## src/include/timer16_regs.vh

```
// Purpose: constants for the 16-bit timer with input capture
// Assumes: 8-bit internal data bus, byte offsets below
// Notes:   offsets and bit positions are local choices
// Summary of operation
// - one written high-byte value serves every later low-byte write until rewritten or reloaded by a count or capture low-byte read
// - clock-source field picks the tick source; zero stops the counter
// - processor reads and writes the count with or without ticks
// - processor count write beats clear, increment or decrement in that cycle
// - 16-bit counter steps by one, direction up or down, clear zeroes it
// - floor indication at zero, ceiling indication at current top
// - counter high-byte location reaches the shared holding byte instead
// - reading counter low byte loads counter high byte into holding byte
// - writing counter low byte loads holding byte into high byte together
// - each tick clears, increments or decrements the counter per mode
// - four-bit waveform mode, split across control a and b, picks sequence
// - overflow flag set where the mode says, may request an interrupt
// - capture triggers on chosen edge of pin or comparator output
// - capture copies the full count into the capture value register
// - capture flag set in the same cycle as the copy
// - enabled capture flag requests interrupt and clears when serviced
// - writing one to capture flag clears it, zero leaves it
// - capture low byte read first loads holding byte with capture high byte
// - capture value accepts writes only in modes where it sets the top
// - one 8-bit holding byte is shared by all 16-bit registers
// - compare value reads return both bytes directly
`ifndef TIMER16_REGS_VH
`define TIMER16_REGS_VH
`define OFS_CTRL_A     4'h0
`define OFS_CTRL_B     4'h1
`define OFS_CNT_LO     4'h4
`define OFS_CNT_HI     4'h5
`define OFS_CAP_LO     4'h6
`define OFS_CAP_HI     4'h7
`define OFS_CMPA_LO    4'h8
`define OFS_CMPA_HI    4'h9
`define OFS_CMPB_LO    4'ha
`define OFS_CMPB_HI    4'hb
`define OFS_FLAGS      4'hc
`define OFS_MASK       4'hd
`define BIT_OVF        0
`define BIT_CAPF       5
`define BIT_EDGE       6
`define CTRL_RESET     8'h00
`define TAP0_W         3
`define TAP1_W         6
`define TAP2_W         8
`define TOP_8BIT       16'h00ff
`define TOP_9BIT       16'h01ff
`define TOP_10BIT      16'h03ff
`define TOP_MAX        16'hffff
`endif

```

## src/rtl/timer16_capture.v

```verilog
// Purpose: 16-bit up/down timer with input capture and shared high-byte holding register
// Assumes: all inputs synchronous to clk; one bus access per cycle
// Notes:   compare outputs, noise filter and compare double buffering are not built

`include "timer16_regs.vh"

module timer16_capture #(
  parameter PRESCALE_W = 10
) (
  input  wire       clk,
  input  wire       rst,
  input  wire [3:0] addr,
  input  wire       wr,
  input  wire       rd,
  input  wire [7:0] wdata,
  output reg  [7:0] rdata_ff,
  input  wire       ext_clk_pin,
  input  wire       capture_pin,
  input  wire       comparator_output,
  input  wire       capture_src_sel,
  input  wire       capture_irq_ack,
  input  wire       overflow_irq_ack,
  output reg        capture_irq_ff,
  output reg        overflow_irq_ff,
  output reg        top_hit_ff,
  output reg        bottom_hit_ff
);

  reg  [7:0]            control_reg_a_ff;
  reg  [7:0]            control_reg_b_ff;
  reg  [15:0]           timer_count_value_ff;
  reg  [15:0]           capture_value_reg_ff;
  reg  [15:0]           compare_a_ff;
  reg  [15:0]           compare_b_ff;
  reg  [7:0]            hold_ff;
  reg                   overflow_flag_ff;
  reg                   capture_flag_ff;
  reg                   overflow_irq_en_ff;
  reg                   capture_irq_enable_ff;
  reg                   down_ff;
  reg                   ext_prev_ff;
  reg                   cap_prev_ff;
  reg  [PRESCALE_W-1:0] pre_ff;

  reg  [15:0]           nxt_count;
  reg                   nxt_down;
  reg                   nxt_ovf;
  reg                   timer_tick;
  reg  [7:0]            rd_val;
  reg  [7:0]            nxt_hold;
  reg  [15:0]           nxt_capture;
  reg                   nxt_cap_flag;
  reg                   nxt_ovf_flag;
  wire [3:0]            tap_zero;

  wire [3:0]  waveform_mode_field = {control_reg_b_ff[4:3], control_reg_a_ff[1:0]};
  wire [2:0]  clock_source_field  = control_reg_b_ff[2:0];
  wire        edge_rising         = control_reg_b_ff[`BIT_EDGE];
  wire        wr_cnt_lo           = wr && (addr == `OFS_CNT_LO);
  wire        rd_cnt_lo           = rd && (addr == `OFS_CNT_LO);
  wire        rd_cap_lo           = rd && (addr == `OFS_CAP_LO);
  wire        cap_top_mode        = top_from_capture(waveform_mode_field);
  wire [15:0] top_val             = top_of(waveform_mode_field, compare_a_ff,
                                           capture_value_reg_ff);
  wire        dual_slope          = is_dual(waveform_mode_field);
  wire        cap_level           = capture_src_sel ? comparator_output : capture_pin;
  wire        cap_edge            = (cap_level != cap_prev_ff) && (cap_level == edge_rising);
  // capture input is off while the capture register defines top
  wire        capture_trig        = cap_edge && !cap_top_mode;
  wire        ext_fall            = ext_prev_ff && !ext_clk_pin;
  wire        ext_rise            = !ext_prev_ff && ext_clk_pin;

  // modes where the capture register defines top
  function top_from_capture;
    input [3:0] m;
    begin
      top_from_capture = (m == 4'd8) || (m == 4'd10) || (m == 4'd12) || (m == 4'd14);
    end
  endfunction

  function is_dual;
    input [3:0] m;
    begin
      is_dual = (m >= 4'd1 && m <= 4'd3) || (m >= 4'd8 && m <= 4'd11);
    end
  endfunction

  // register tops are passed in so the continuous assignment sees their changes
  function [15:0] top_of;
    input [3:0]  m;
    input [15:0] cmp_top;
    input [15:0] cap_top;
    begin
      case (m)
        4'd1, 4'd5:                 top_of = `TOP_8BIT;
        4'd2, 4'd6:                 top_of = `TOP_9BIT;
        4'd3, 4'd7:                 top_of = `TOP_10BIT;
        4'd4, 4'd9, 4'd11, 4'd15:   top_of = cmp_top;
        4'd8, 4'd10, 4'd12, 4'd14:  top_of = cap_top;
        default:                    top_of = `TOP_MAX;
      endcase
    end
  endfunction

  // high-byte locations of all four 16-bit registers
  function is_hi_addr;
    input [3:0] a;
    begin
      is_hi_addr = (a == `OFS_CNT_HI) || (a == `OFS_CAP_HI) ||
                   (a == `OFS_CMPA_HI) || (a == `OFS_CMPB_HI);
    end
  endfunction

  // write-one-clear decode shared by both flags
  function w1c;
    input       w;
    input [3:0] a;
    input       d;
    begin
      w1c = w && (a == `OFS_FLAGS) && d;
    end
  endfunction

  // zero detect per prescaler tap: /8, /64, /256 and the full divider
  genvar g;
  generate
    for (g = 0; g < 4; g = g + 1) begin : g_tap
      localparam integer TW = (g == 0) ? `TAP0_W : (g == 1) ? `TAP1_W :
                              (g == 2) ? `TAP2_W : PRESCALE_W;
      assign tap_zero[g] = (pre_ff[TW-1:0] == {TW{1'b0}});
    end
  endgenerate

  // tick select; prescaler taps are a plain divider, no shared prescaler reset
  always @* begin
    case (clock_source_field)
      3'd1:    timer_tick = 1'b1;
      3'd2:    timer_tick = tap_zero[0];
      3'd3:    timer_tick = tap_zero[1];
      3'd4:    timer_tick = tap_zero[2];
      3'd5:    timer_tick = tap_zero[3];
      3'd6:    timer_tick = ext_fall;
      3'd7:    timer_tick = ext_rise;
      default: timer_tick = 1'b0;
    endcase
  end

  // counting sequence per tick
  always @* begin
    nxt_count = timer_count_value_ff;
    nxt_down  = down_ff;
    nxt_ovf   = 1'b0;
    if (timer_tick) begin
      if (!dual_slope) begin
        if (timer_count_value_ff == top_val) begin
          nxt_count = 16'h0000;
          nxt_ovf   = 1'b1;
        end else begin
          nxt_count = timer_count_value_ff + 16'h0001;
        end
        nxt_down = 1'b0;
      end else if (!down_ff) begin
        if (timer_count_value_ff >= top_val) begin
          nxt_count = timer_count_value_ff - 16'h0001;
          nxt_down  = 1'b1;
        end else begin
          nxt_count = timer_count_value_ff + 16'h0001;
        end
      end else begin
        if (timer_count_value_ff == 16'h0000) begin
          nxt_count = 16'h0001;
          nxt_down  = 1'b0;
          nxt_ovf   = 1'b1;
        end else begin
          nxt_count = timer_count_value_ff - 16'h0001;
        end
      end
    end
    if (wr_cnt_lo) begin
      nxt_count = {hold_ff, wdata};
    end
  end

  // read mux; high-byte locations of count and capture read the holding byte
  always @* begin
    case (addr)
      `OFS_CTRL_A:  rd_val = control_reg_a_ff;
      `OFS_CTRL_B:  rd_val = control_reg_b_ff;
      `OFS_CNT_LO:  rd_val = timer_count_value_ff[7:0];
      `OFS_CNT_HI:  rd_val = hold_ff;
      `OFS_CAP_LO:  rd_val = capture_value_reg_ff[7:0];
      `OFS_CAP_HI:  rd_val = hold_ff;
      `OFS_CMPA_LO: rd_val = compare_a_ff[7:0];
      `OFS_CMPA_HI: rd_val = compare_a_ff[15:8];
      `OFS_CMPB_LO: rd_val = compare_b_ff[7:0];
      `OFS_CMPB_HI: rd_val = compare_b_ff[15:8];
      `OFS_FLAGS:   rd_val = {2'b00, capture_flag_ff, 4'h0, overflow_flag_ff};
      `OFS_MASK:    rd_val = {2'b00, capture_irq_enable_ff, 4'h0, overflow_irq_en_ff};
      default:      rd_val = 8'h00;
    endcase
  end

  // prescaler and pin history
  always @(posedge clk) begin
    if (rst) begin
      pre_ff      <= {PRESCALE_W{1'b0}};
      ext_prev_ff <= 1'b0;
      cap_prev_ff <= 1'b0;
    end else begin
      pre_ff      <= pre_ff + {{(PRESCALE_W-1){1'b0}}, 1'b1};
      ext_prev_ff <= ext_clk_pin;
      cap_prev_ff <= cap_level;
    end
  end

  // counter and slope direction
  always @(posedge clk) begin
    if (rst) begin
      timer_count_value_ff <= 16'h0000;
      down_ff              <= 1'b0;
    end else begin
      timer_count_value_ff <= nxt_count;
      // a count write keeps the slope so the next tick goes on the same way
      down_ff              <= wr_cnt_lo ? down_ff : nxt_down;
    end
  end

  // read data stands one cycle, zero when idle
  always @(posedge clk) begin
    if (rst) begin
      rdata_ff <= 8'h00;
    end else begin
      rdata_ff <= rd ? rd_val : 8'h00;
    end
  end

  // one holding byte for every 16-bit register
  always @* begin
    nxt_hold = hold_ff;
    if (wr && is_hi_addr(addr)) begin
      nxt_hold = wdata;
    end else if (rd_cnt_lo) begin
      nxt_hold = timer_count_value_ff[15:8];
    end else if (rd_cap_lo) begin
      nxt_hold = capture_value_reg_ff[15:8];
    end
  end

  always @(posedge clk) begin
    if (rst) begin
      hold_ff <= 8'h00;
    end else begin
      hold_ff <= nxt_hold;
    end
  end

  // plain 8-bit registers and compare pairs; compare tops take effect at once
  always @(posedge clk) begin
    if (rst) begin
      control_reg_a_ff      <= `CTRL_RESET;
      control_reg_b_ff      <= `CTRL_RESET;
      compare_a_ff          <= 16'h0000;
      compare_b_ff          <= 16'h0000;
      overflow_irq_en_ff    <= 1'b0;
      capture_irq_enable_ff <= 1'b0;
    end else if (wr) begin
      case (addr)
        `OFS_CTRL_A:  control_reg_a_ff      <= wdata;
        `OFS_CTRL_B:  control_reg_b_ff      <= wdata;
        `OFS_CMPA_LO: compare_a_ff          <= {hold_ff, wdata};
        `OFS_CMPB_LO: compare_b_ff          <= {hold_ff, wdata};
        `OFS_MASK: begin
          capture_irq_enable_ff <= wdata[`BIT_CAPF];
          overflow_irq_en_ff    <= wdata[`BIT_OVF];
        end
        default: ;
      endcase
    end
  end

  // capture copy wins over a processor write in the same cycle
  always @* begin
    nxt_capture = capture_value_reg_ff;
    if (capture_trig) begin
      nxt_capture = timer_count_value_ff;
    end else if (wr && (addr == `OFS_CAP_LO) && cap_top_mode) begin
      nxt_capture = {hold_ff, wdata};
    end
  end

  always @(posedge clk) begin
    if (rst) begin
      capture_value_reg_ff <= 16'h0000;
    end else begin
      capture_value_reg_ff <= nxt_capture;
    end
  end

  // set wins over write-one-clear and over interrupt service
  always @* begin
    nxt_cap_flag = capture_flag_ff;
    nxt_ovf_flag = overflow_flag_ff;
    if (capture_trig) begin
      nxt_cap_flag = 1'b1;
    end else if (capture_irq_ack) begin
      nxt_cap_flag = 1'b0;
    end else if (w1c(wr, addr, wdata[`BIT_CAPF])) begin
      nxt_cap_flag = 1'b0;
    end
    // a count write in the wrap cycle swallows that overflow
    if (nxt_ovf && !wr_cnt_lo) begin
      nxt_ovf_flag = 1'b1;
    end else if (overflow_irq_ack) begin
      nxt_ovf_flag = 1'b0;
    end else if (w1c(wr, addr, wdata[`BIT_OVF])) begin
      nxt_ovf_flag = 1'b0;
    end
  end

  always @(posedge clk) begin
    if (rst) begin
      capture_flag_ff  <= 1'b0;
      overflow_flag_ff <= 1'b0;
    end else begin
      capture_flag_ff  <= nxt_cap_flag;
      overflow_flag_ff <= nxt_ovf_flag;
    end
  end

  // status outputs follow the count on the same edge; irqs drop at once on service
  always @(posedge clk) begin
    if (rst) begin
      capture_irq_ff  <= 1'b0;
      overflow_irq_ff <= 1'b0;
      top_hit_ff      <= 1'b0;
      bottom_hit_ff   <= 1'b0;
    end else begin
      capture_irq_ff  <= capture_flag_ff && capture_irq_enable_ff && !capture_irq_ack;
      overflow_irq_ff <= overflow_flag_ff && overflow_irq_en_ff && !overflow_irq_ack;
      top_hit_ff      <= (nxt_count == top_val);
      bottom_hit_ff   <= (nxt_count == 16'h0000);
    end
  end

endmodule // timer16_capture

```

## config.mk

```make
export PLATFORM = sky130hd
export DESIGN_NAME = timer16_capture
export DESIGN_NICKNAME = d
export VERILOG_FILES = /design/src/rtl/timer16_capture.v
export VERILOG_INCLUDE_DIRS = /design/src /design/src/include
export SDC_FILE = /design/constraint.sdc
export NUM_CORES = 1
export LEC_CHECK = 0
export ABC_AREA = 1
export BUFFER_PORTS_ARGS = -buffer_cell sky130_fd_sc_hd__buf_2
export CAP_MARGIN = 30
export CORE_ASPECT_RATIO = 2
export CORE_MARGIN = 8
export CORE_UTILIZATION = 60
export CTS_BUF_LIST = sky130_fd_sc_hd__clkbuf_8
export CTS_CLUSTER_SIZE = 14
export DETAILED_ROUTE_END_ITERATION = 6
export PLACE_DENSITY = 0.8
export SKIP_LAST_GASP = 1
export SYNTH_ARGS = -nofsm -noshare
export SYNTH_HDL_FRONTEND = slang
export SYNTH_SLANG_ARGS = --single-unit
export TNS_END_PERCENT = 50
```

## constraint.sdc

```tcl
create_clock -name clk -period 3.1 [get_ports clk]
set_input_delay 0.93 -clock clk [delete_from_list [all_inputs] [get_ports clk]]
set_output_delay 0.93 -clock clk [all_outputs]
set_load 0.05 [all_outputs]
```

==> results.toml <==
[run_status]
status = "finished, violations left"
violations = "setup timing"

[critical_path]
reg2reg_depth = 25
max_stage_delay_ns = 0.40
reg2reg_from = "control_reg_b_ff[4]$_SDFFE_PP0P_"
critPathSlowestCell = "dfxtp_4"
start_kind = "flop"
r2r_slack_ns = -0.35
reg2reg_to = "top_hit_ff$_SDFF_PP0_"
required_ns = 3.48
worstSetupPathType = "reg2reg"
crit_fanout = 6
end_kind = "flop"
cp.arrival_ns = 3.82

[clock_tree]
cts_root_buf = "clkbuf_8"
clockBufferDepth = 2
cts_tree = "done"
clk_latency_ns = 0.44
numCtsBuffers = 17
clkSinkCount = 117
htreeDepth = 4
clk_pin_slew_ns = 0.07

[placement]
globalplace.congestion = 1.006
dp_slack_ns = -0.3260
dp.cells = 1328
numPortBuffers = 33
place_hpwl_um = 19860
place_area_sq_um = 8100

[sta]
worst_pin_slew_ns = 0.7797
fin_setup_tns_ns = -1.159
finalHoldViolCount = 0
worst_clock_skew_ns = 0.01173
rsz0062_at_grt = "yes"
fin_ws_ns = -0.3450
setup_violations = 9
period_share_pct = 111.1
slew_headroom_pct = 47.90
drv_slew = 0
whs_ns = 0.4559
fmax_ghz = 0.2903
min_period_ns = 3.445

[hold_path]
hp-class = "reg2reg"
min_to = "control_reg_a_ff[2]$_SDFFE_PP0P_"
hp-start = "control_reg_a_ff[2]$_SDFFE_PP0P_"
whs_path_depth = 2

[die]
initial_utilization_pct = 60.92
die_y_um = 172.0
placementRows = 57
ios = 34
core_area_sq_um = 11980
design.die.area_sq_um = 16170
die_w_um = 94.00

[route]
routed_wl_um = 28970
ant_nets = 0
drc = 0
drt_iter0_drc = 1234
via_per_inst = 6.228
wl_per_cell_um = 20.86
vias = 8651
drt-pass1-iter-count = 6

[global_route]
grt_max_degree = 52
grt.total_usage_pct = 34.84
grt_pass1_wl_um = 42790
antenna_found_initial = 0
first_global_vias = 7820
gr-total-overflow = 0

[finish]
fin_area_sq_um = 9170
layout-drive-gt1-share_pct = 25.20
nFillCells = 945
fin_nets = 1273
n_antenna_cell = 0
syn2layout_area_growth_pct = 25.63
fin_cells = 1389

[yosys]
yosys_warnings = 0
synth_area_per_cell_sq_um = 6.618
syn-num-nets = 1146
syn_inst = 1103
synth_cell_types = 45
yosysSeqAreaShare_pct = 32.09
synthesis.area_sq_um = 7300
yosys_register_bits = 117

[power]
power_density_nw_per_um2 = 416.0
p_leak_nw = 3.905
peakVddDrop_mv = 0.3608

[job]
max-cap-violations = 0
## flip-flops by register name, summed over array words and instances (netlist names)
signal                 count
hold_ff                    8
overflow_irq_ff            1
overflow_flag_ff           1
compare_a_ff              16
top_hit_ff                 1
control_reg_a_ff           8
capture_value_reg_ff      16
capture_flag_ff            1
pre_ff                    10
ext_prev_ff                1
capture_irq_ff             1
control_reg_b_ff           8
compare_b_ff              16
down_ff                    1
cap_prev_ff                1
overflow_irq_en_ff         1
capture_irq_enable_ff      1
bottom_hit_ff              1
timer_count_value_ff      16
rdata_ff                   8
## cell type report
class                           count  area, sq um  share of cell area [%]
Multi-Input combinational cell    781         4509                   49.17
Sequential cell                   117         2355                   25.68
Timing Repair Buffer              149         1095                   11.94
Inverter                          163        624.3                   6.809
Clock buffer                       18        247.7                   2.702
Tap cell                          147        183.9                   2.006
Clock inverter                     13        147.6                   1.610
Timing Repair inverter              1        7.507                 0.08187
## cells in the mapped netlist (all sizes together)
master	count	share of area, %
mux2i	1	0.14
nor3	24	2.1
a21o	1	0.10
nand4	9	0.77
a211o	1	0.12
ha	21	3.6
xnor2	1	0.12
a22oi	14	1.4
o2111ai	1	0.12
o21ai	72	5.1
clkbuf	26	1.4
xor2	24	2.9
a21oi	112	7.8
dfxtp	117	32
nand2	224	12
nand3	79	5.7
nor4	4	0.34
buf	17	1.7
nand3b	5	0.51
o221ai	2	0.24
a31oi	8	0.77
o211ai	3	0.31
or2	4	0.34
inv	162	8.3
o21bai	1	0.10
a221oi	12	1.4
o22ai	34	2.9
nor2	123	7.3
clkinv	1	0.051
## placed cells by master, fill, tap and decap left out, types with 7 or more instances in the layout
cell        n
nand2_1   189
inv_1     144
dfxtp_1   113
a21oi_1   109
buf_4     106
nor2_1     93
nand3_1    71
o21ai_0    62
buf_2      33
o22ai_1    28
nand2_2    26
xor2_1     24
nor2_2     20
nor3_1     18
clkbuf_8   18
inv_2      16
ha_1       15
a22oi_1    13
nor2_4     10
nand4_1     9
nand2_4     8
nand3_2     8
a221oi_1    8
a31oi_1     7
buf_6       7
## worst max-delay path by stage
| stage | start | endpoint | cells after the start |
|---|---|---|---|
| floorplan | control_reg_a_ff[0]$_SDFFE_PP0P_ | top_hit_ff$_SDFF_PP0_ | 25 |
| global placement | control_reg_a_ff[0]$_SDFFE_PP0P_ | bottom_hit_ff$_SDFF_PP0_ | 22 |
| detailed placement | control_reg_a_ff[0]$_SDFFE_PP0P_ | bottom_hit_ff$_SDFF_PP0_ | 22 |
| CTS | control_reg_b_ff[4]$_SDFFE_PP0P_ | top_hit_ff$_SDFF_PP0_ | 26 |
| global route | control_reg_a_ff[1]$_SDFFE_PP0P_ | top_hit_ff$_SDFF_PP0_ | 26 |
| finish | control_reg_b_ff[4]$_SDFFE_PP0P_ | top_hit_ff$_SDFF_PP0_ | 25 |
## stage by stage
| stage | total power [mW] | utilization (%) |
|---|---|---|
| finish | 3.814 | 76.54 |
| detailed placement | 2.279 | 67.61 |
| CTS | 3.728 | 74.37 |
| global route | 3.931 | 76.54 |
| floorplan | 2.027 | - |
| global placement | 2.273 | 67.61 |
## metal layers
metal / GRT usage [%] / part of all wire [%] / vias to the layer above / wire length [um]
met5: 0 / 0 / - / 0
met4: 23.56 / 7.4 / 0 / 2152
met3: 5.870 / 11 / 168 / 3195
met2: 55.13 / 46 / 672 / 13290
met1: 42.01 / 36 / 3902 / 10330
li1: - / - / 3909 / -
## cell families (layout without fill, tap and decap cells)
group	Yosys count	count (layout)	share of synthesized area (%)
compound gates	261	261	20.48
flops	117	117	32.09
buf+inv	206	344	11.42
mux	1	1	0.1371
xor+xnor	25	25	3.000
simple gates	472	473	29.28
fa+ha+maj	21	21	3.600
## worst max-delay path: cells and delay by family (launching register included)
| kind | cells | cell delay [ns] |
|---|---|---|
| AO/OA/AOI/OAI | 2 | 0.40 |
| AND/OR/NAND/NOR | 19 | 1.85 |
| buffers and inverters | 3 | 0.42 |
| adder cells (fa/ha/maj) | 1 | 0.29 |
| flip-flops | 1 | 0.40 |
## repair_timing
action	4_1_cts	5_1_grt
hold endpoints to repair	0	0
buffers inserted	24	4
gates resized for setup	55	48
pin swaps	19	18
hold buffers	0	0
gates cloned	2	0
setup endpoints to repair	7	16
## power breakdown
group          switching [mW]  leakage [nW]  internal, mW
clock network           0.687         0.189         0.742
logic                   0.506          2.77         0.299
registers              0.0401         0.950          1.54
total                    1.23          3.91          2.58
(Power assumes the default switching activity.)
